===== config.mk =====
export PLATFORM = sky130hd
export DESIGN_NAME = cmbs_store
export DESIGN_NICKNAME = d
export VERILOG_FILES = /design/src/logic/cmbs_pkg.sv /design/src/logic/cmbs_store.sv
export SDC_FILE = /design/constraint.sdc
export NUM_CORES = 1
export LEC_CHECK = 0
export ABC_AREA = 1
export BUFFER_PORTS_ARGS = -buffer_cell sky130_fd_sc_hd__buf_2
export CAP_MARGIN = 40
export CORE_ASPECT_RATIO = 2
export CORE_MARGIN = 4
export CORE_UTILIZATION = 35
export DETAILED_ROUTE_END_ITERATION = 10
export SLEW_MARGIN = 20
export SYNTH_ARGS = -nofsm -noshare
export SYNTH_HDL_FRONTEND = slang
export SYNTH_SLANG_ARGS = --single-unit
export TNS_END_PERCENT = 20

===== constraint.sdc =====
create_clock -name ref_clk -period 5.25 [get_ports ref_clk]
set_input_delay 0.7875 -clock ref_clk [delete_from_list [all_inputs] [get_ports ref_clk]]
set_output_delay 0.7875 -clock ref_clk [all_outputs]
set_load 0.05 [all_outputs]

===== src/logic/cmbs_pkg.sv =====
/*
 Constants for the CAN message buffer store: window layout, buffer layout,
 identifier field positions and length code limits.
 Assumes the surrounding controller decodes the rest of the 128-byte window.
*/
`default_nettype none
package cmbs_pkg;
    localparam int WIN_BYTES = 128;
    localparam logic [6:0] OFF_CTRL_LO = 7'h00;
    localparam logic [6:0] OFF_CTRL_HI = 7'h08;
    localparam logic [6:0] OFF_RSV0_LO = 7'h09;
    localparam logic [6:0] OFF_RSV0_HI = 7'h0D;
    localparam logic [6:0] OFF_ERR_LO = 7'h0E;
    localparam logic [6:0] OFF_ERR_HI = 7'h0F;
    localparam logic [6:0] OFF_FILT_LO = 7'h10;
    localparam logic [6:0] OFF_FILT_HI = 7'h17;
    localparam logic [6:0] OFF_RSV1_LO = 7'h18;
    localparam logic [6:0] OFF_RSV1_HI = 7'h3F;
    localparam logic [2:0] SEL_RX = 3'h4;
    localparam logic [2:0] SEL_TX0 = 3'h5;
    localparam logic [2:0] SEL_TX2 = 3'h7;
    localparam int NUM_TX = 3;
    localparam int BUF_BYTES = 16;
    localparam logic [3:0] B_ID0 = 4'h0;
    localparam logic [3:0] B_ID1 = 4'h1;
    localparam logic [3:0] B_ID3 = 4'h3;
    localparam logic [3:0] B_DATA0 = 4'h4;
    localparam logic [3:0] B_DATA7 = 4'hB;
    localparam logic [3:0] B_LEN = 4'hC;
    localparam logic [3:0] B_PRIO = 4'hD;
    localparam int SRR_BIT = 4;
    localparam int IDE_BIT = 3;
    localparam int STD_RTR_BIT = 4;
    localparam int EXT_RTR_BIT = 0;
    localparam logic [3:0] MAX_COUNT = 4'h8;
    localparam logic [7:0] RD_ZERO = 8'h00;
endpackage
`default_nettype wire


===== src/logic/cmbs_store.sv =====
/*
 Message buffer store: one receive buffer, three transmit buffers, byte
 register port for the processor and a word port for the protocol engine,
 plus local-priority selection of the transmit buffer to send.
 Assumes the protocol engine pulses sof_req just before start of frame and
 delivers a received frame as one rx_store pulse with all fields valid.
*/
// Operation
// - Decode a 128-byte window whose base is a multiple of 128.
// - Each buffer spans 16 bytes: identifiers 0-3, data 4-11, length 12, unused 14-15.
// - Priority byte at offset 13 exists only in transmit buffers.
// - Buffer contents are undefined after reset; no reset value is given. The code clears them to zero.
// - Receive buffer read-only to software; transmit buffers readable and writable anytime.
// - Identifiers are 11 or 29 bits, most significant bit sent first.
// - Smallest identifier value has highest bus priority.
// - SRR used in extended format only; software sets it, receive stores bus value.
// - Extended identifier bits, SRR, IDE and RTR map into identifier bytes 0-3.
// - Standard identifier maps into bytes 0-1 with RTR bit 4, IDE bit 3 cleared.
// - IDE one means extended, zero means standard format.
// - RTR one means remote frame, zero means data frame.
// - Remote frames send the length code as programmed but no data bytes.
// - Data frame length code gives 0 to 8 bytes in bits 3-0.
// - Up to eight data bytes; only length-code many are sent or stored.
// - Eight-bit local priority ranks transmit buffers; smallest value wins.
// - Only buffers with cleared empty flag take part right before start of frame.
// - The participating buffer with lowest local priority value is chosen.
// - On equal lowest priority the lowest buffer index is chosen.
`default_nettype none
module cmbs_store (
    input wire logic ref_clk,
    input wire logic rst_n,
    input wire logic [15:0] bus_addr,
    input wire logic bus_rd,
    input wire logic bus_wr,
    input wire logic [7:0] bus_wdata,
    output logic [7:0] bus_rdata,
    output logic win_hit,
    output logic buf_hit,
    input wire logic [8:0] win_base,
    input wire logic [2:0] tx_buffer_empty_flag,
    input wire logic sof_req,
    output logic sel_valid,
    output logic [1:0] sel_index,
    output logic sel_ide,
    output logic sel_rtr,
    output logic sel_srr,
    output logic [28:0] sel_ident,
    output logic [3:0] sel_length_code,
    output logic [3:0] sel_send_count,
    output logic [63:0] sel_payload,
    output logic sel_id_less,
    input wire logic rx_store,
    input wire logic rx_ide,
    input wire logic rx_rtr,
    input wire logic rx_srr,
    input wire logic [28:0] rx_ident,
    input wire logic [3:0] rx_length_code,
    input wire logic [63:0] rx_payload
);
    typedef logic [7:0] cmbs_byte_t;
    typedef struct packed {
        cmbs_byte_t [15:0] rx_buf;
        cmbs_byte_t [2:0][15:0] tx_buf;
        logic [7:0] rdata;
        logic hit;
        logic bhit;
        logic valid;
        logic [1:0] index;
        logic ide;
        logic rtr;
        logic srr;
        logic [28:0] ident;
        logic [3:0] dlc;
        logic [3:0] count;
        logic [63:0] payload;
        logic id_less;
    } cmbs_state_t;

    cmbs_state_t st;
    cmbs_state_t next_st;

    // Byte count from a length code, capped at eight
    function automatic logic [3:0] cmbs_count(input logic [3:0] dlc, input logic rtr);
        logic [3:0] c;
        c = (dlc > cmbs_pkg::MAX_COUNT) ? cmbs_pkg::MAX_COUNT : dlc;
        cmbs_count = rtr ? 4'h0 : c;
    endfunction

    // Extended and standard identifier packing from bytes 0-3
    function automatic logic [28:0] cmbs_ident(input cmbs_byte_t [15:0] b);
        if (b[cmbs_pkg::B_ID1][cmbs_pkg::IDE_BIT])
            cmbs_ident = {b[0], b[1][7:5], b[1][2:0], b[2], b[3][7:1]};
        else
            cmbs_ident = {18'h00000, b[0], b[1][7:5]};
    endfunction

    function automatic logic cmbs_rtr(input cmbs_byte_t [15:0] b);
        if (b[cmbs_pkg::B_ID1][cmbs_pkg::IDE_BIT])
            cmbs_rtr = b[cmbs_pkg::B_ID3][cmbs_pkg::EXT_RTR_BIT];
        else
            cmbs_rtr = b[cmbs_pkg::B_ID1][cmbs_pkg::STD_RTR_BIT];
    endfunction

    logic in_win;
    logic [6:0] off;
    logic [2:0] sel;
    logic [3:0] bidx;
    logic [1:0] win_idx;
    logic win_any;
    logic [3:0] win_cnt;
    logic [3:0] rx_cnt;
    logic [1:0] prev_idx;
    logic prev_ok;

    assign in_win = (bus_addr[15:7] == win_base);
    assign off = bus_addr[6:0];
    assign sel = off[6:4];
    assign bidx = off[3:0];

    always_comb
    begin
        next_st = st;
        win_any = 1'b0;
        win_idx = 2'h0;
        win_cnt = 4'h0;
        prev_ok = 1'b0;
        prev_idx = 2'h0;
        rx_cnt = cmbs_count(rx_length_code, rx_rtr);
        next_st.hit = in_win && (bus_rd || bus_wr);
        next_st.bhit = in_win && (bus_rd || bus_wr) && (sel >= cmbs_pkg::SEL_RX);
        next_st.rdata = cmbs_pkg::RD_ZERO;
        // Byte-wide reads; control and filter space answered by other blocks
        if (in_win && bus_rd)
        begin
            if (sel == cmbs_pkg::SEL_RX)
                next_st.rdata = (bidx == cmbs_pkg::B_PRIO) ? cmbs_pkg::RD_ZERO : st.rx_buf[bidx];
            else if (sel >= cmbs_pkg::SEL_TX0)
                next_st.rdata = st.tx_buf[2'(sel - cmbs_pkg::SEL_TX0)][bidx];
        end
        // Receive buffer ignores writes; transmit buffers take them anytime
        if (in_win && bus_wr && sel >= cmbs_pkg::SEL_TX0 && sel <= cmbs_pkg::SEL_TX2)
            next_st.tx_buf[2'(sel - cmbs_pkg::SEL_TX0)][bidx] = bus_wdata;
        // Received frame: only length-code many data bytes are replaced, none for a remote frame
        if (rx_store)
        begin
            next_st.rx_buf[cmbs_pkg::B_ID0] = rx_ide ? rx_ident[28:21] : rx_ident[10:3];
            if (rx_ide)
            begin
                next_st.rx_buf[cmbs_pkg::B_ID1] = {rx_ident[20:18], rx_srr, 1'b1, rx_ident[17:15]};
                next_st.rx_buf[2] = rx_ident[14:7];
                next_st.rx_buf[cmbs_pkg::B_ID3] = {rx_ident[6:0], rx_rtr};
            end
            else
                next_st.rx_buf[cmbs_pkg::B_ID1] = {rx_ident[2:0], rx_rtr, 1'b0, 3'h0};
            next_st.rx_buf[cmbs_pkg::B_LEN] = {4'h0, rx_length_code};
            for (int i = 0; i < 8; i++)
                if (4'(i) < rx_cnt)
                    next_st.rx_buf[4'(i) + cmbs_pkg::B_DATA0] = rx_payload[8 * i +: 8];
        end
        // Selection right before start of frame; a strict less keeps the lower index on ties
        if (sof_req)
        begin
            for (int i = 0; i < cmbs_pkg::NUM_TX; i++)
                if (!tx_buffer_empty_flag[i])
                begin
                    if (!win_any || st.tx_buf[i][cmbs_pkg::B_PRIO] < st.tx_buf[win_idx][cmbs_pkg::B_PRIO])
                    begin
                        if (win_any)
                        begin
                            prev_ok = 1'b1;
                            prev_idx = win_idx;
                        end
                        win_idx = 2'(i);
                    end
                    win_any = 1'b1;
                end
            next_st.valid = win_any;
            if (win_any)
            begin
                win_cnt = cmbs_count(st.tx_buf[win_idx][cmbs_pkg::B_LEN][3:0], cmbs_rtr(st.tx_buf[win_idx]));
                next_st.index = win_idx;
                next_st.ide = st.tx_buf[win_idx][cmbs_pkg::B_ID1][cmbs_pkg::IDE_BIT];
                next_st.rtr = cmbs_rtr(st.tx_buf[win_idx]);
                next_st.srr = st.tx_buf[win_idx][cmbs_pkg::B_ID1][cmbs_pkg::SRR_BIT];
                next_st.ident = cmbs_ident(st.tx_buf[win_idx]);
                next_st.dlc = st.tx_buf[win_idx][cmbs_pkg::B_LEN][3:0];
                next_st.count = win_cnt;
                for (int i = 0; i < 8; i++)
                    next_st.payload[8 * i +: 8] = (4'(i) < win_cnt) ?
                        st.tx_buf[win_idx][4'(i) + cmbs_pkg::B_DATA0] : 8'h00;
                // Set when the chosen buffer's identifier is smaller than the displaced candidate's, so it also wins the bus
                next_st.id_less = prev_ok &&
                    (cmbs_ident(st.tx_buf[win_idx]) < cmbs_ident(st.tx_buf[prev_idx]));
            end
        end
    end

    // Buffers cleared too for a known start; software must still treat them as undefined
    always_ff @(posedge ref_clk or negedge rst_n)
    begin
        if (!rst_n)
        begin
            st.rx_buf <= '0;
            st.tx_buf <= '0;
            st.rdata <= 8'h00;
            st.hit <= 1'b0;
            st.bhit <= 1'b0;
            st.valid <= 1'b0;
            st.index <= 2'h0;
            st.ide <= 1'b0;
            st.rtr <= 1'b0;
            st.srr <= 1'b0;
            st.ident <= 29'h00000000;
            st.dlc <= 4'h0;
            st.count <= 4'h0;
            st.payload <= 64'h0000000000000000;
            st.id_less <= 1'b0;
        end
        else
            st <= next_st;
    end

    assign bus_rdata = st.rdata;
    assign win_hit = st.hit;
    assign buf_hit = st.bhit;
    assign sel_valid = st.valid;
    assign sel_index = st.index;
    assign sel_ide = st.ide;
    assign sel_rtr = st.rtr;
    assign sel_srr = st.srr;
    assign sel_ident = st.ident;
    assign sel_length_code = st.dlc;
    assign sel_send_count = st.count;
    assign sel_payload = st.payload;
    assign sel_id_less = st.id_less;

    rx_read_only_a: assert property (@(posedge ref_clk) disable iff (!rst_n)
        (bus_wr && !rx_store && in_win && sel == cmbs_pkg::SEL_RX) |=> $stable(st.rx_buf))
        else $error("receive buffer changed on write");
    tx_write_a: assert property (@(posedge ref_clk) disable iff (!rst_n)
        (bus_wr && in_win && sel == cmbs_pkg::SEL_TX0) |=> st.tx_buf[0][$past(bidx)] == $past(bus_wdata))
        else $error("transmit write lost");
    sel_empty_a: assert property (@(posedge ref_clk) disable iff (!rst_n)
        (sof_req && tx_buffer_empty_flag == 3'h7) |=> !sel_valid)
        else $error("selected with all buffers empty");
    sel_part_a: assert property (@(posedge ref_clk) disable iff (!rst_n)
        sof_req |=> !sel_valid || (sel_index == 2'h0 && !$past(tx_buffer_empty_flag[0]))
            || (sel_index == 2'h1 && !$past(tx_buffer_empty_flag[1]))
            || (sel_index == 2'h2 && !$past(tx_buffer_empty_flag[2])))
        else $error("empty buffer selected");
    sel_lowest_a: assert property (@(posedge ref_clk) disable iff (!rst_n)
        (sof_req && !tx_buffer_empty_flag[0] && !tx_buffer_empty_flag[1]
            && st.tx_buf[1][cmbs_pkg::B_PRIO] < st.tx_buf[0][cmbs_pkg::B_PRIO]) |=> sel_index != 2'h0)
        else $error("higher priority value won");
    tie_index_a: assert property (@(posedge ref_clk) disable iff (!rst_n)
        (sof_req && !tx_buffer_empty_flag[0] && !tx_buffer_empty_flag[2]
            && st.tx_buf[0][cmbs_pkg::B_PRIO] <= st.tx_buf[2][cmbs_pkg::B_PRIO]) |=> sel_index != 2'h2)
        else $error("tie not resolved to lower index");
    remote_count_a: assert property (@(posedge ref_clk) disable iff (!rst_n)
        sel_valid && sel_rtr |-> sel_send_count == 4'h0)
        else $error("remote frame with data bytes");
    count_cap_a: assert property (@(posedge ref_clk) disable iff (!rst_n)
        sel_send_count <= cmbs_pkg::MAX_COUNT)
        else $error("byte count above eight");
    rx_ide_a: assert property (@(posedge ref_clk) disable iff (!rst_n)
        rx_store |=> st.rx_buf[cmbs_pkg::B_ID1][cmbs_pkg::IDE_BIT] == $past(rx_ide))
        else $error("received format flag wrong");

    // Register bus answers, one cycle after the strobe
    win_hit_a: assert property (@(posedge ref_clk) disable iff (!rst_n)
        (in_win && (bus_rd || bus_wr)) |=> win_hit)
        else $error("window access not flagged");
    win_miss_a: assert property (@(posedge ref_clk) disable iff (!rst_n)
        !(in_win && (bus_rd || bus_wr)) |=> !win_hit)
        else $error("access outside window flagged");
    buf_hit_a: assert property (@(posedge ref_clk) disable iff (!rst_n)
        (in_win && (bus_rd || bus_wr) && sel >= cmbs_pkg::SEL_RX) |=> buf_hit)
        else $error("buffer access not flagged");
    ctrl_miss_a: assert property (@(posedge ref_clk) disable iff (!rst_n)
        (in_win && (bus_rd || bus_wr) && sel < cmbs_pkg::SEL_RX)
            |=> !buf_hit && bus_rdata == cmbs_pkg::RD_ZERO)
        else $error("control space answered by buffers");
    idle_read_a: assert property (@(posedge ref_clk) disable iff (!rst_n)
        !(in_win && bus_rd) |=> bus_rdata == cmbs_pkg::RD_ZERO)
        else $error("read data without a read");
    rx_read_a: assert property (@(posedge ref_clk) disable iff (!rst_n)
        (in_win && bus_rd && sel == cmbs_pkg::SEL_RX && bidx != cmbs_pkg::B_PRIO)
            |=> bus_rdata == $past(st.rx_buf[bidx]))
        else $error("receive byte read wrong");
    rx_prio_a: assert property (@(posedge ref_clk) disable iff (!rst_n)
        (in_win && bus_rd && sel == cmbs_pkg::SEL_RX && bidx == cmbs_pkg::B_PRIO)
            |=> bus_rdata == cmbs_pkg::RD_ZERO)
        else $error("receive priority byte not zero");
    tx_read_a: assert property (@(posedge ref_clk) disable iff (!rst_n)
        (in_win && bus_rd && sel >= cmbs_pkg::SEL_TX0)
            |=> bus_rdata == $past(st.tx_buf[2'(sel - cmbs_pkg::SEL_TX0)][bidx]))
        else $error("transmit byte read wrong");
    tx_quiet_a: assert property (@(posedge ref_clk) disable iff (!rst_n)
        !bus_wr |=> $stable(st.tx_buf))
        else $error("transmit buffer changed without write");
    rx_quiet_a: assert property (@(posedge ref_clk) disable iff (!rst_n)
        !rx_store |=> $stable(st.rx_buf))
        else $error("receive buffer changed without frame");

    // Received frame lands in the visible buffer one cycle later
    rx_ext_map_a: assert property (@(posedge ref_clk) disable iff (!rst_n)
        (rx_store && rx_ide) |=> st.rx_buf[cmbs_pkg::B_ID0] == $past(rx_ident[28:21])
            && st.rx_buf[cmbs_pkg::B_ID3] == {$past(rx_ident[6:0]), $past(rx_rtr)})
        else $error("extended identifier stored wrong");
    rx_srr_a: assert property (@(posedge ref_clk) disable iff (!rst_n)
        (rx_store && rx_ide) |=> st.rx_buf[cmbs_pkg::B_ID1][cmbs_pkg::SRR_BIT] == $past(rx_srr))
        else $error("received substitute bit wrong");
    rx_std_map_a: assert property (@(posedge ref_clk) disable iff (!rst_n)
        (rx_store && !rx_ide) |=> st.rx_buf[cmbs_pkg::B_ID0] == $past(rx_ident[10:3])
            && st.rx_buf[cmbs_pkg::B_ID1] == {$past(rx_ident[2:0]), $past(rx_rtr), 4'h0})
        else $error("standard identifier stored wrong");
    rx_len_a: assert property (@(posedge ref_clk) disable iff (!rst_n)
        rx_store |=> st.rx_buf[cmbs_pkg::B_LEN] == {4'h0, $past(rx_length_code)})
        else $error("received length code wrong");
    rx_first_a: assert property (@(posedge ref_clk) disable iff (!rst_n)
        (rx_store && rx_cnt != 4'h0) |=> st.rx_buf[cmbs_pkg::B_DATA0] == $past(rx_payload[7:0]))
        else $error("first received byte lost");
    rx_keep_a: assert property (@(posedge ref_clk) disable iff (!rst_n)
        (rx_store && rx_cnt < cmbs_pkg::MAX_COUNT) |=> $stable(st.rx_buf[cmbs_pkg::B_DATA7]))
        else $error("byte beyond length code stored");

    // Selection outcome, held between start-of-frame requests
    sel_hold_a: assert property (@(posedge ref_clk) disable iff (!rst_n)
        !sof_req |=> $stable(sel_valid) && $stable(sel_index) && $stable(sel_ident))
        else $error("selection changed without request");
    sel_rank_a: assert property (@(posedge ref_clk) disable iff (!rst_n)
        (sof_req && !tx_buffer_empty_flag[1] && !tx_buffer_empty_flag[2]
            && st.tx_buf[2][cmbs_pkg::B_PRIO] < st.tx_buf[1][cmbs_pkg::B_PRIO]) |=> sel_index != 2'h1)
        else $error("larger priority value won");
    tie_first_a: assert property (@(posedge ref_clk) disable iff (!rst_n)
        (sof_req && !tx_buffer_empty_flag[0] && !tx_buffer_empty_flag[1]
            && st.tx_buf[0][cmbs_pkg::B_PRIO] <= st.tx_buf[1][cmbs_pkg::B_PRIO]) |=> sel_index != 2'h1)
        else $error("tie not resolved to buffer zero");
    sel_fields_a: assert property (@(posedge ref_clk) disable iff (!rst_n)
        (sof_req && tx_buffer_empty_flag == 3'h6) |=> sel_valid && sel_index == 2'h0
            && sel_ide == $past(st.tx_buf[0][cmbs_pkg::B_ID1][cmbs_pkg::IDE_BIT])
            && sel_length_code == $past(st.tx_buf[0][cmbs_pkg::B_LEN][3:0]))
        else $error("selected fields differ from buffer zero");
    sel_srr_a: assert property (@(posedge ref_clk) disable iff (!rst_n)
        (sof_req && tx_buffer_empty_flag == 3'h6)
            |=> sel_srr == $past(st.tx_buf[0][cmbs_pkg::B_ID1][cmbs_pkg::SRR_BIT]))
        else $error("sent substitute bit differs");
    std_ident_a: assert property (@(posedge ref_clk) disable iff (!rst_n)
        (sel_valid && !sel_ide) |-> sel_ident[28:11] == 18'h00000)
        else $error("standard identifier above eleven bits");
    pad_zero_a: assert property (@(posedge ref_clk) disable iff (!rst_n)
        (sel_send_count < cmbs_pkg::MAX_COUNT) |-> sel_payload[63:56] == 8'h00)
        else $error("byte beyond count handed over");
    id_single_a: assert property (@(posedge ref_clk) disable iff (!rst_n)
        (sof_req && tx_buffer_empty_flag == 3'h5) |=> !sel_id_less)
        else $error("identifier compare without rival");
    sel_count_a: assert property (@(posedge ref_clk) disable iff (!rst_n)
        (sel_valid && !sel_rtr && sel_length_code <= cmbs_pkg::MAX_COUNT)
            |-> sel_send_count == sel_length_code)
        else $error("send count differs from length code");
endmodule
`default_nettype wire


# After elaboration in Yosys (flattened, before gate mapping)
# Index checks and enable logic that the tools add are counted.
# word_totals
ff_bits	602
output_inout_bits	118
word_cells	207
inputBits	142
# op_classes
eq_ne	3
n_mux	73
n_lt_le_gt_ge	32
reduce_logical	24
add_sub_neg	1
# op_table
cell	n
$bmux W128 S2	5
$bwmux W384	1
$demux W128 S2	1
$mux W128	2
$mux W112	2
$mux W29	6
$mux W8	17
$mux W100	1
$bmux W8 S4	2
$demux W8 S4	1
$lt A3 B4 Y1 const A	8
$mux W32	1
$lt A29 B29 Y1	1
$mux W2	14
$reduce_and A2 Y1	10
$lt A1 B4 Y1 const A	4
$lt A2 B4 Y1 const A	4
$lt A8 B8 Y1	2
$mux W1	16
$mux W4	4
$lt A2 B3 Y1 const B	5
$eq A9 B9 Y1	1
$logic_and A1 B1 Y1	9
$gt A4 B4 Y1 const B	2
10 further kinds	14

# Depth between registers and ports, before layout
# Gate-level depths: netlist (run 1).
# logic_depth
ltp_word	23
depth_mapped	43

# Least setup slack after synthesis (run 1)
# No wires, ideal clock.
# synth_timing
kind	register to register
start	reg st[357] (netlist bit)
end	reg st, in the netlist sel_id_less
stages_incl_launch_ff	36
arrival_time_ns	5.367
setup_ns	0.066
slack_ns	-0.183
required_time_ns	5.184
cell_sequence	dfrtp_1 > ha_1 > nand2_1 > o21a_1 > nand2_1 > nand2_1 > nand2_1 > buf_2 > buf_2 > buf_2 > buf_1 > clkbuf_1 > o21ai_0 > ha_1 > nand2_1 > inv_1 > nand2_1 > nand3_1 > a31oi_1 > nand2_4 > nand2_2 > buf_6 > nand3_1 > nand2_1 > clkbuf_1 > o211ai_1 > ha_1 > nand2_1 > nor2_1 > a211oi_1 > o221ai_1 > a41oi_1 > o2111ai_1 > a21oi_1 > nand2_1 > nand2_1
# synth_between
elab_chain_cells	21
word_cells_on_any_way	38
cone_classes	order compare (3); mux (32); reduce/logical (3)
# synth_lines
element	line_no	rtl
start, declared	cmbs_store.sv:79	cmbs_state_t st;
start signal, assigned	cmbs_store.sv:220	st <= next_st;
$bmux W128 S2	cmbs_store.sv:166	if (!win_any || st.tx_buf[i][cmbs_pkg::B_PRIO] < st.tx_buf[win_idx][cmbs_pkg::B_PRIO])
$mux W112 (implied by the code)	cmbs_store.sv:166	
$lt A8 B8 Y1	cmbs_store.sv:166	
$logic_or A1 B1 Y1	cmbs_store.sv:166	
$mux W2	cmbs_store.sv:166	
$mux W2	cmbs_store.sv:164	if (!tx_buffer_empty_flag[i])
$mux W2	cmbs_store.sv:161	if (sof_req)
$bmux W128 S2	cmbs_store.sv:166	
(+5 left out)	--	
$mux W2	cmbs_store.sv:161	
$bmux W128 S2	cmbs_store.sv:193	(cmbs_ident(st.tx_buf[win_idx]) < cmbs_ident(st.tx_buf[prev_idx]));
$mux W100 (implied by the code) / $mux W32 (equally long branches)	cmbs_store.sv:193	
$mux W29	cmbs_store.sv:91	if (b[cmbs_pkg::B_ID1][cmbs_pkg::IDE_BIT])
$mux W29	cmbs_store.sv:178	if (win_any)
$mux W29	cmbs_store.sv:161	
$lt A29 B29 Y1	cmbs_store.sv:193	
$logic_and A1 B1 Y1 (*)	cmbs_store.sv:192	next_st.id_less = prev_ok &&
# Every way passes the cells marked *; elsewhere a longest branch is shown, timed or not. The select of a mux whose other input is x is not followed.
# A chain may end at the register's enable or synchronous reset.

# Worst setup path after layout (run 1)
# layout_timing
start	reg st[229] (netlist bit)
end	reg st, in the netlist sel_id_less
# Same word-level chain as after synthesis.

==> run summary, run 1 <==
The run finished with clean final reports. The internal power component is 7.59 mW. The clock tree from TritonCTS is yes.

The tree built by TritonCTS fans out to around 600 sinks. The total count of max-transition violations in the final report came out at 0. The net switching power of the design is 3.20 mW.

The dominant register cell in the synthesized netlist is dfrtp_1. The final routed DRC violation total is 0. Counting flops with a built-in enable in the synthesized netlist gives 0. The pre-CTS worst setup slack is -131 ps.

Summed over all nets, wire length on met2 after detailed routing comes to 54900 µm. The cell area after synthesis came out at 30700 µm². The depth of the most critical reg-to-reg path came out at 29. The utilization after layout came out at ~40%. The clock arrives with between 20 and 30 ps of skew. The number of instances in the synthesized netlist came out at 3798. The number of failing hold endpoints at the final stage came out at 0. After the last flow step, the layout net total stands at 4033. 260 I/O pins were placed.

The final global-route overflow total is 0. The worst hold-check slack came out at ~150 ps. The required time of the critical path is 5840 ps.

The per-cell routed wire length is about 22 µm. The count of max-cap constraint violations is 0. After detailed routing, the wire length on met1 is 41700 µm. The die is 427 µm tall. The largest area contributor in the netlist is dfrtp_1. The initial utilization of the core area, before any placement, comes to a little over a third. The setup TNS after final layout is 0 ps.

The clock network accounts for 39.2% of the total power. Per report_power, the combinational group accounts for 15.2% of the total. The number of input and output port buffers inserted is 259. Summed over all cells, the static leakage comes to 15.6 nW. The switching fraction of total power came out at between 20% and 30%. The count of warnings emitted by yosys came out at 0.

The critical path is of the reg2reg type. Grouping stages by cell kind, the critical path spends the most delay in compound AO/OA/AOI/OAI gates. The placeable core region is 86900 µm². By area the synthesized netlist is led by dfrtp_1 (49%), o21ai_0 (13%), nand2_1 (13%). The cell area after placement is 32500 µm².

The mean post-synth cell area came out at 8.08 µm². The detailed placer's ending HPWL came out at 81000 µm. In this run the top signal layer used is met5.

The layout overhead on the synthesized area is 12.3%. The number of standard-cell rows in the floorplan came out at 153. The die covers 92800 µm². The number of antenna violations at the first check in global routing is 9. The number of global-route vias before repair came out at 26200.

The actual slew at the worst max-slew pin is 1030 ps. Summing the sequential cell areas from Yosys gives 49.1% of the chip area. The worst vdd rail ir drop came out at 0.247 mV. Registers are responsible for 45.6% of the overall power. Before antenna repair, the detailed router went through 5 iterations. The later-pin clock latency in the skew report came out at 670 ps. The async set or reset register ratio after synthesis came out at 100%. The highest clock rate came out at 204 MHz. After detailed routing, the met3 layer carries 7190 µm of wire.

The power after layout is 10.8 mW. The placer's final routability congestion estimate is 0.944. The ratio of final minimum period to clock period came out at between 90% and 100%. The worst setup margin came out at 341 ps. The via-per-instance ratio came out at approximately 5.4. The first-pass GRT wire length is 168000 µm. The power density normalized to cell area came out at around 310 nW/µm².

The biggest cell delay along the critical path came out at 380 ps. The worst setup path is launched from a flop. The portion of synthesized cell area occupied by the leading cell type is 49.1%. The first-iteration detailed-routing DRC count came out at 2280. Setup violations remaining at the end of the flow were counted as 0. After detailed routing, the total wire length is between 100000 and 150000 µm. The arrival time at the worst endpoint came out at 5490 ps. The type of destination of the critical path is a flop. The final instance area came out at around 34000 µm². The post-route antenna net violation count came out at 0. In this run the number of cells on the critical path is 29. For this run, the number of standard cells in the final layout without fillers is 5052. The slowest stage of the critical path belongs to the cell dfrtp_1. The buffers plus inverters on the worst setup path is 3.

In this run, synthesis produced a sequential element count of 602. Clock tree synthesis inserted a total of 55 buffers. The tightest min-delay check is of the in2async type.

Measured against its own limit, the worst slew margin works out to 31.7%. The tree is rooted in a clkbuf_16. After clock tree synthesis, the clock-pin slew on the worst setup and hold paths is 60 ps. The clock period minus worst slack is 4910 ps.

Global routing used 23.8% of the available tracks. The number of cells after detailed placement came out at 4940. In the final layout, the share of cells above drive strength 1 is 13.7%. The via count is around 27000.

The number of distinct standard cells referenced by the synthesized netlist is 53. The largest fanout on the critical path came out at 17. The H-tree depth is 2.

The maximum buffer depth of the clock tree came out at 3. The maximum number of pins on one net before global-route repair came out at around 110. The most used cell along the critical path is nand2_1. The net count after synthesis is 3986.

The x dimension of the die came out at 217 µm.
## registers in the layout, summed over array words and instances, names as in the netlist
name,cells
sel_srr,1
bus_rdata,8
sel_send_count,4
sel_length_code,4
sel_ident,29
sel_id_less,1
st,484
sel_rtr,1
sel_index,2
sel_valid,1
win_hit,1
sel_ide,1
sel_payload,64
buf_hit,1
## power by group through the flow
| stage | Combinational [mW] | Clock (mW) | Sequential (mW) |
|---|---|---|---|
| floorplan | 1.06 | 0 | 5.00 |
| global placement | 1.60 | 0 | 5.00 |
| detailed placement | 1.62 | 0 | 5.01 |
| CTS | 1.62 | 4.32 | 4.92 |
| global route | 1.78 | 4.49 | 4.94 |
| finish | 1.64 | 4.23 | 4.92 |
## area by class of cell
| class | instances | area [µm²] |
|---|---|---|
| Antenna cell | 5 | 12.5 |
| Clock buffer | 77 | 1590 |
| Clock inverter | 20 | 253 |
| Fill cell | 9151 | 52400 |
| Inverter | 228 | 860 |
| Multi-Input combinational cell | 2610 | 13100 |
| Sequential cell | 602 | 15100 |
| Tap cell | 1162 | 1450 |
| Timing Repair Buffer | 348 | 2150 |
## path summary, 6_finish.rpt
check                               startpoint       endpoint  slack [ps]
worst min-delay path                     rst_n        st[202]         150
worst max-delay path                   st[229]    sel_id_less         340
worst max register to register         st[229]    sel_id_less         340
min in group ref_clk            rx_payload[27]        st[561]         330
worst min register to register   sel_ident[26]  sel_ident[26]         470
max in group asynchronous                rst_n        st[396]        3770
## per-layer routing
layer  track usage [%]  vias up
met5                 0        -
met4              16.2       10
met3              3.76      320
met2              40.8     1143
met1              27.0    12900
li1                  -    12700
## cell families (layout without fill, tap and decap cells)
group | Yosys count | after routing | synth area share, %
DFF | 602 | 602 | 49.1
adders and majority gates | 46 | 46 | 1.88
muxes | 65 | 65 | 2.30
xor gates and xnor gates | 7 | 7 | 0.200
buffers and inverters | 588 | 673 | 8.64
other | 0 | 5 | 0
AOI/OAI and AO/OA | 1138 | 1140 | 20.7
and+or+nand+nor | 1352 | 1352 | 17.2
## cell usage in the layout, fill, tap and decap left out, drive strengths merged, types with 5 or more instances in the layout
cell / netlist / routed
nand2: 1035 / 1035
o21ai: 830 / 830
dfrtp: 602 / 602
buf: 136 / 348
inv: 221 / 218
nor2: 213 / 213
a21oi: 106 / 106
clkbuf: 224 / 77
o211ai: 55 / 55
nand3: 54 / 54
ha: 46 / 46
mux2: 43 / 43
a22oi: 30 / 30
nand4: 25 / 25
a41oi: 23 / 23
clkinv: 7 / 23
mux2i: 22 / 22
o22ai: 20 / 20
a31oi: 16 / 16
a22o: 15 / 15
o221ai: 14 / 14
or2: 10 / 10
a221oi: 7 / 7
nor4: 7 / 7
diode: 0 / 5
o2111ai: 5 / 5
xor2: 5 / 5
## repair_timing
item / 4_1_cts / 5_1_grt
cloned: 0 / 2
hold buffers: 0 / 0
pin swaps: 0 / 3
buffers inserted: 0 / 7
endpoints found under the setup margin: 1 / 1
gates resized for setup: 1 / 23
## cells in the mapped netlist (all sizes together), types with 14 or more instances
cell type     n
a21oi       106
a22o         15
a22oi        30
a31oi        16
a41oi        23
buf         136
clkbuf      224
dfrtp       602
ha           46
inv         221
mux2         43
mux2i        22
nand2      1035
nand3        54
nand4        25
nor2        213
o211ai       55
o21ai       830
o221ai       14
o22ai        20
Note: power is estimated with default switching activity, not from simulation.
==> run 2: changes to the inputs <==
--- a/config.mk
+++ b/config.mk
@@ -7,5 +7,4 @@
 export LEC_CHECK = 0
 export ABC_AREA = 1
-export BUFFER_PORTS_ARGS = -buffer_cell sky130_fd_sc_hd__buf_2
 export CAP_MARGIN = 40
 export CORE_ASPECT_RATIO = 2
@@ -13,4 +12,6 @@
 export CORE_UTILIZATION = 35
 export DETAILED_ROUTE_END_ITERATION = 10
+export DONT_BUFFER_PORTS = 1
+export MAX_ROUTING_LAYER = met4
 export SLEW_MARGIN = 20
 export SYNTH_ARGS = -nofsm -noshare
==> constraint.sdc (replaced) <==
create_clock -name ref_clk -period 5.25 [get_ports ref_clk]
set_input_delay 0 -clock ref_clk [delete_from_list [all_inputs] [get_ports ref_clk]]
set_output_delay 0 -clock ref_clk [all_outputs]
set_load 0.05 [all_outputs]
==> run summary, run 2 (synthesized netlist as in run 1, its figures left out) <==
The internal power component is 7.79 mW (+2.7%). The number of buffers created by CTS is 56 (+1.8%). Leaving out fill and tap cells, the most frequent cell in the layout is nand2_1. The number of antenna violations at the first check in global routing was 7 (-2). The biggest cell delay along the critical path came out at 500 ps (+120 ps). The via count is 27200 (+0.61%). The number of detailed-routing iterations run before antenna repair was 5 (unchanged).

The headroom to the max-slew limit came out at -52.5% (-84 points). The power after layout is 11.0 mW (+1.6%). The largest fanout on the critical path came to 18 (+1).

The power density normalized to cell area is 313 nW/µm² (+0.15%). The clock skew was 95.1 ps (+65.4 ps). The later-pin clock latency in the skew report is 710 ps (+40 ps). The layout overhead on the synthesized area is 13.9%. The maximum buffer depth of the clock tree came out at 3 (unchanged). The number of failing hold endpoints at the final stage is 602 (+602). The tree is rooted in a clkbuf_16. The number of standard-cell rows in the floorplan came out at 153 (unchanged). The hold-fix buffer count after cts is 180 (+180). The total global-route track usage was 25.3% (+1.5 points).

The net switching power of the design is 3.17 mW (-1.1%). The worst setup path is launched from a flop. The worst vdd rail ir drop came to 0.266 mV (+7.7%). The first element of the critical path is st[229]. The worst setup path is captured at a flop. The number of flip-flops in the largest register is 484 (unchanged). The arrival time at the worst endpoint is 5430 ps (-60 ps).

The total setup violations reported at the end of the flow came out at 0 (unchanged). The ratio of final minimum period to clock period came out at 91.6% (-1.9 points). The highest clock rate was 208 MHz (+2.1%). The ratio of cells with drive above 1 in the final layout came out at 7.14% (-6.6 points). The x dimension of the die was 217 µm (unchanged).

The die extent in y is 427 µm (unchanged). The depth of the most critical reg-to-reg path was 29 (unchanged). The placeable core region came out at 86900 µm² (unchanged). The number of clock sinks is 602 (unchanged).

The reg-to-reg critical path endpoint is sel_id_less. The required time of the critical path is 5870 ps (+30 ps). The number of global-route vias before repair came out at 26900 (+2.6%).

The register share of total power came out at 47.4% (+1.8 points). The worst hold-check slack came out at -974 ps (-1130 ps). The path class of the lowest-slack min-delay path is in2async. The detailed placer's ending HPWL was 78900 µm (-2.6%). The clock tree from TritonCTS is yes. The run finished, with violations left. The total count of max-transition violations in the final report came out at 344 (+344). The clock group share of total power is 40.5% (+1.3 points). The starting utilization of the core area was 35.3% (unchanged). The slowest stage of the critical path belongs to the cell o21ai_0. The final global-route overflow total came to 0 (unchanged). The placer's final routability congestion estimate came to 1.06 (+12%). The first-pass GRT wire length came out at 173000 µm (+3.0%). The actual slew at the worst max-slew pin is 2290 ps (+1260 ps). The number of input and output port buffers inserted is 0 (-100%). The final net count is 3947 (-2.1%). The clock period minus worst slack came out at 4810 ps (-99.8 ps). The per-cell routed wire length is 23.5 µm (+4.8%). By startpoint and endpoint, the worst setup path is classified as reg2reg.

The via-per-instance ratio is 5.48 (+2.3%). The clock transition at the registers of the reported paths came to 70 ps (about the same). The final routed DRC violation total came out at 0 (unchanged). The count of max-cap constraint violations came out at 0 (unchanged). The switching fraction of total power came out at 28.9% (-0.77 points). By instance count, the cell type seen most on the critical path is nand2_1.

The register with the most flip-flops in the final layout is st. The I/O pin count is 260 (unchanged). The die area is 92800 µm² (unchanged).

The worst-case register-to-register setup slack was 440 ps (+100 ps). The H-tree depth is 2 (unchanged). The post-route antenna net violation count came out at 0 (unchanged).

The total length of routed wires was 117000 µm (+3.0%). The leakage power figure is 15.2 nW (-2.7%). Leaving out fill and tap cells, the most frequent cells in the layout are nand2_1 (1027), o21ai_0 (799), dfrtp_1 (602). The maximum number of pins on one net before global-route repair came to 603 (+440%).

The launching point of the worst reg2reg path is st[229]. The share of total power in combinational logic came to 12.1% (-3.1 points). The checks that failed: hold timing, slew limit. The first-iteration detailed-routing DRC count is 2310 (+1.3%).
[run 2: timing repair]
item / in CTS / in global routing
resized for setup: 0 / 13
buffers inserted: 0 / 2
hold endpoints to repair: 1077 / 602
setup endpoints to repair: 0 / 1
[run 2: critical path: cells and delay by family (launching register included)]
kind	cells	cell delay (ps)
compound gates	8	1540
fa+ha+maj	3	940
buf+inv	4	410
flops	1	350
simple gates	14	1520
[run 2: power groups by stage]
| stage | Sequential, mW | Clock [mW] | Combinational (mW) |
|---|---|---|---|
| after CTS | 5.19 | 4.54 | 1.27 |
| after detailed placement | 5.28 | 0 | 1.11 |
| after floorplan | 5.00 | 0 | 1.06 |
| after global placement | 5.27 | 0 | 1.09 |
| after global routing | 5.21 | 4.71 | 1.43 |
| final | 5.19 | 4.44 | 1.32 |
[run 2: metrics by stage]
stage / cells / utilization, % / setup TNS [ps] / cell area [µm²] / worst slack, ps
after floorplan: 3798 / - / 0 / 30700 / 21.0
after global placement: 4661 / 35.5 / 0 / 30900 / 248
after detailed placement: 4672 / 35.7 / 0 / 31000 / 300
after CTS: 4949 / 40.0 / 0 / 34800 / 267
after global routing: 4966 / 40.2 / -14.7 / 35000 / -14.7
final: 4967 / 40.2 / 0 / 35000 / 441
[run 2: per-layer routing]
metal / wire [µm] / GRT usage, % / part of all wire, %
met4: 10400 / 18.2 / 8.9
met3: 7560 / 4.10 / 6.5
met1: 42400 / 27.5 / 36
met2: 56300 / 41.9 / 48
met5: 0 / - / 0
[run 2: worst max path at each step]
| stage | end | slack (ps) | cells after the start |
|---|---|---|---|
| after global routing | sel_id_less | -10 | 33 |
| after detailed placement | sel_id_less | 300 | 30 |
| after floorplan | sel_id_less | 20 | 36 |
| after global placement | sel_payload[20] | 250 | 23 |
| final | sel_id_less | 440 | 29 |
| after CTS | sel_id_less | 270 | 30 |
[run 2: area by class of cell]
| class | instances | area (µm²) |
|---|---|---|
| Sequential cell | 602 | 15100 |
| Antenna cell | 7 | 17.5 |
| Tap cell | 1162 | 1450 |
| Timing Repair Buffer | 262 | 2540 |
| Clock inverter | 29 | 423 |
| Fill cell | 8810 | 51900 |
| Multi-Input combinational cell | 2609 | 13100 |
| Clock buffer | 68 | 1540 |
| Inverter | 228 | 861 |
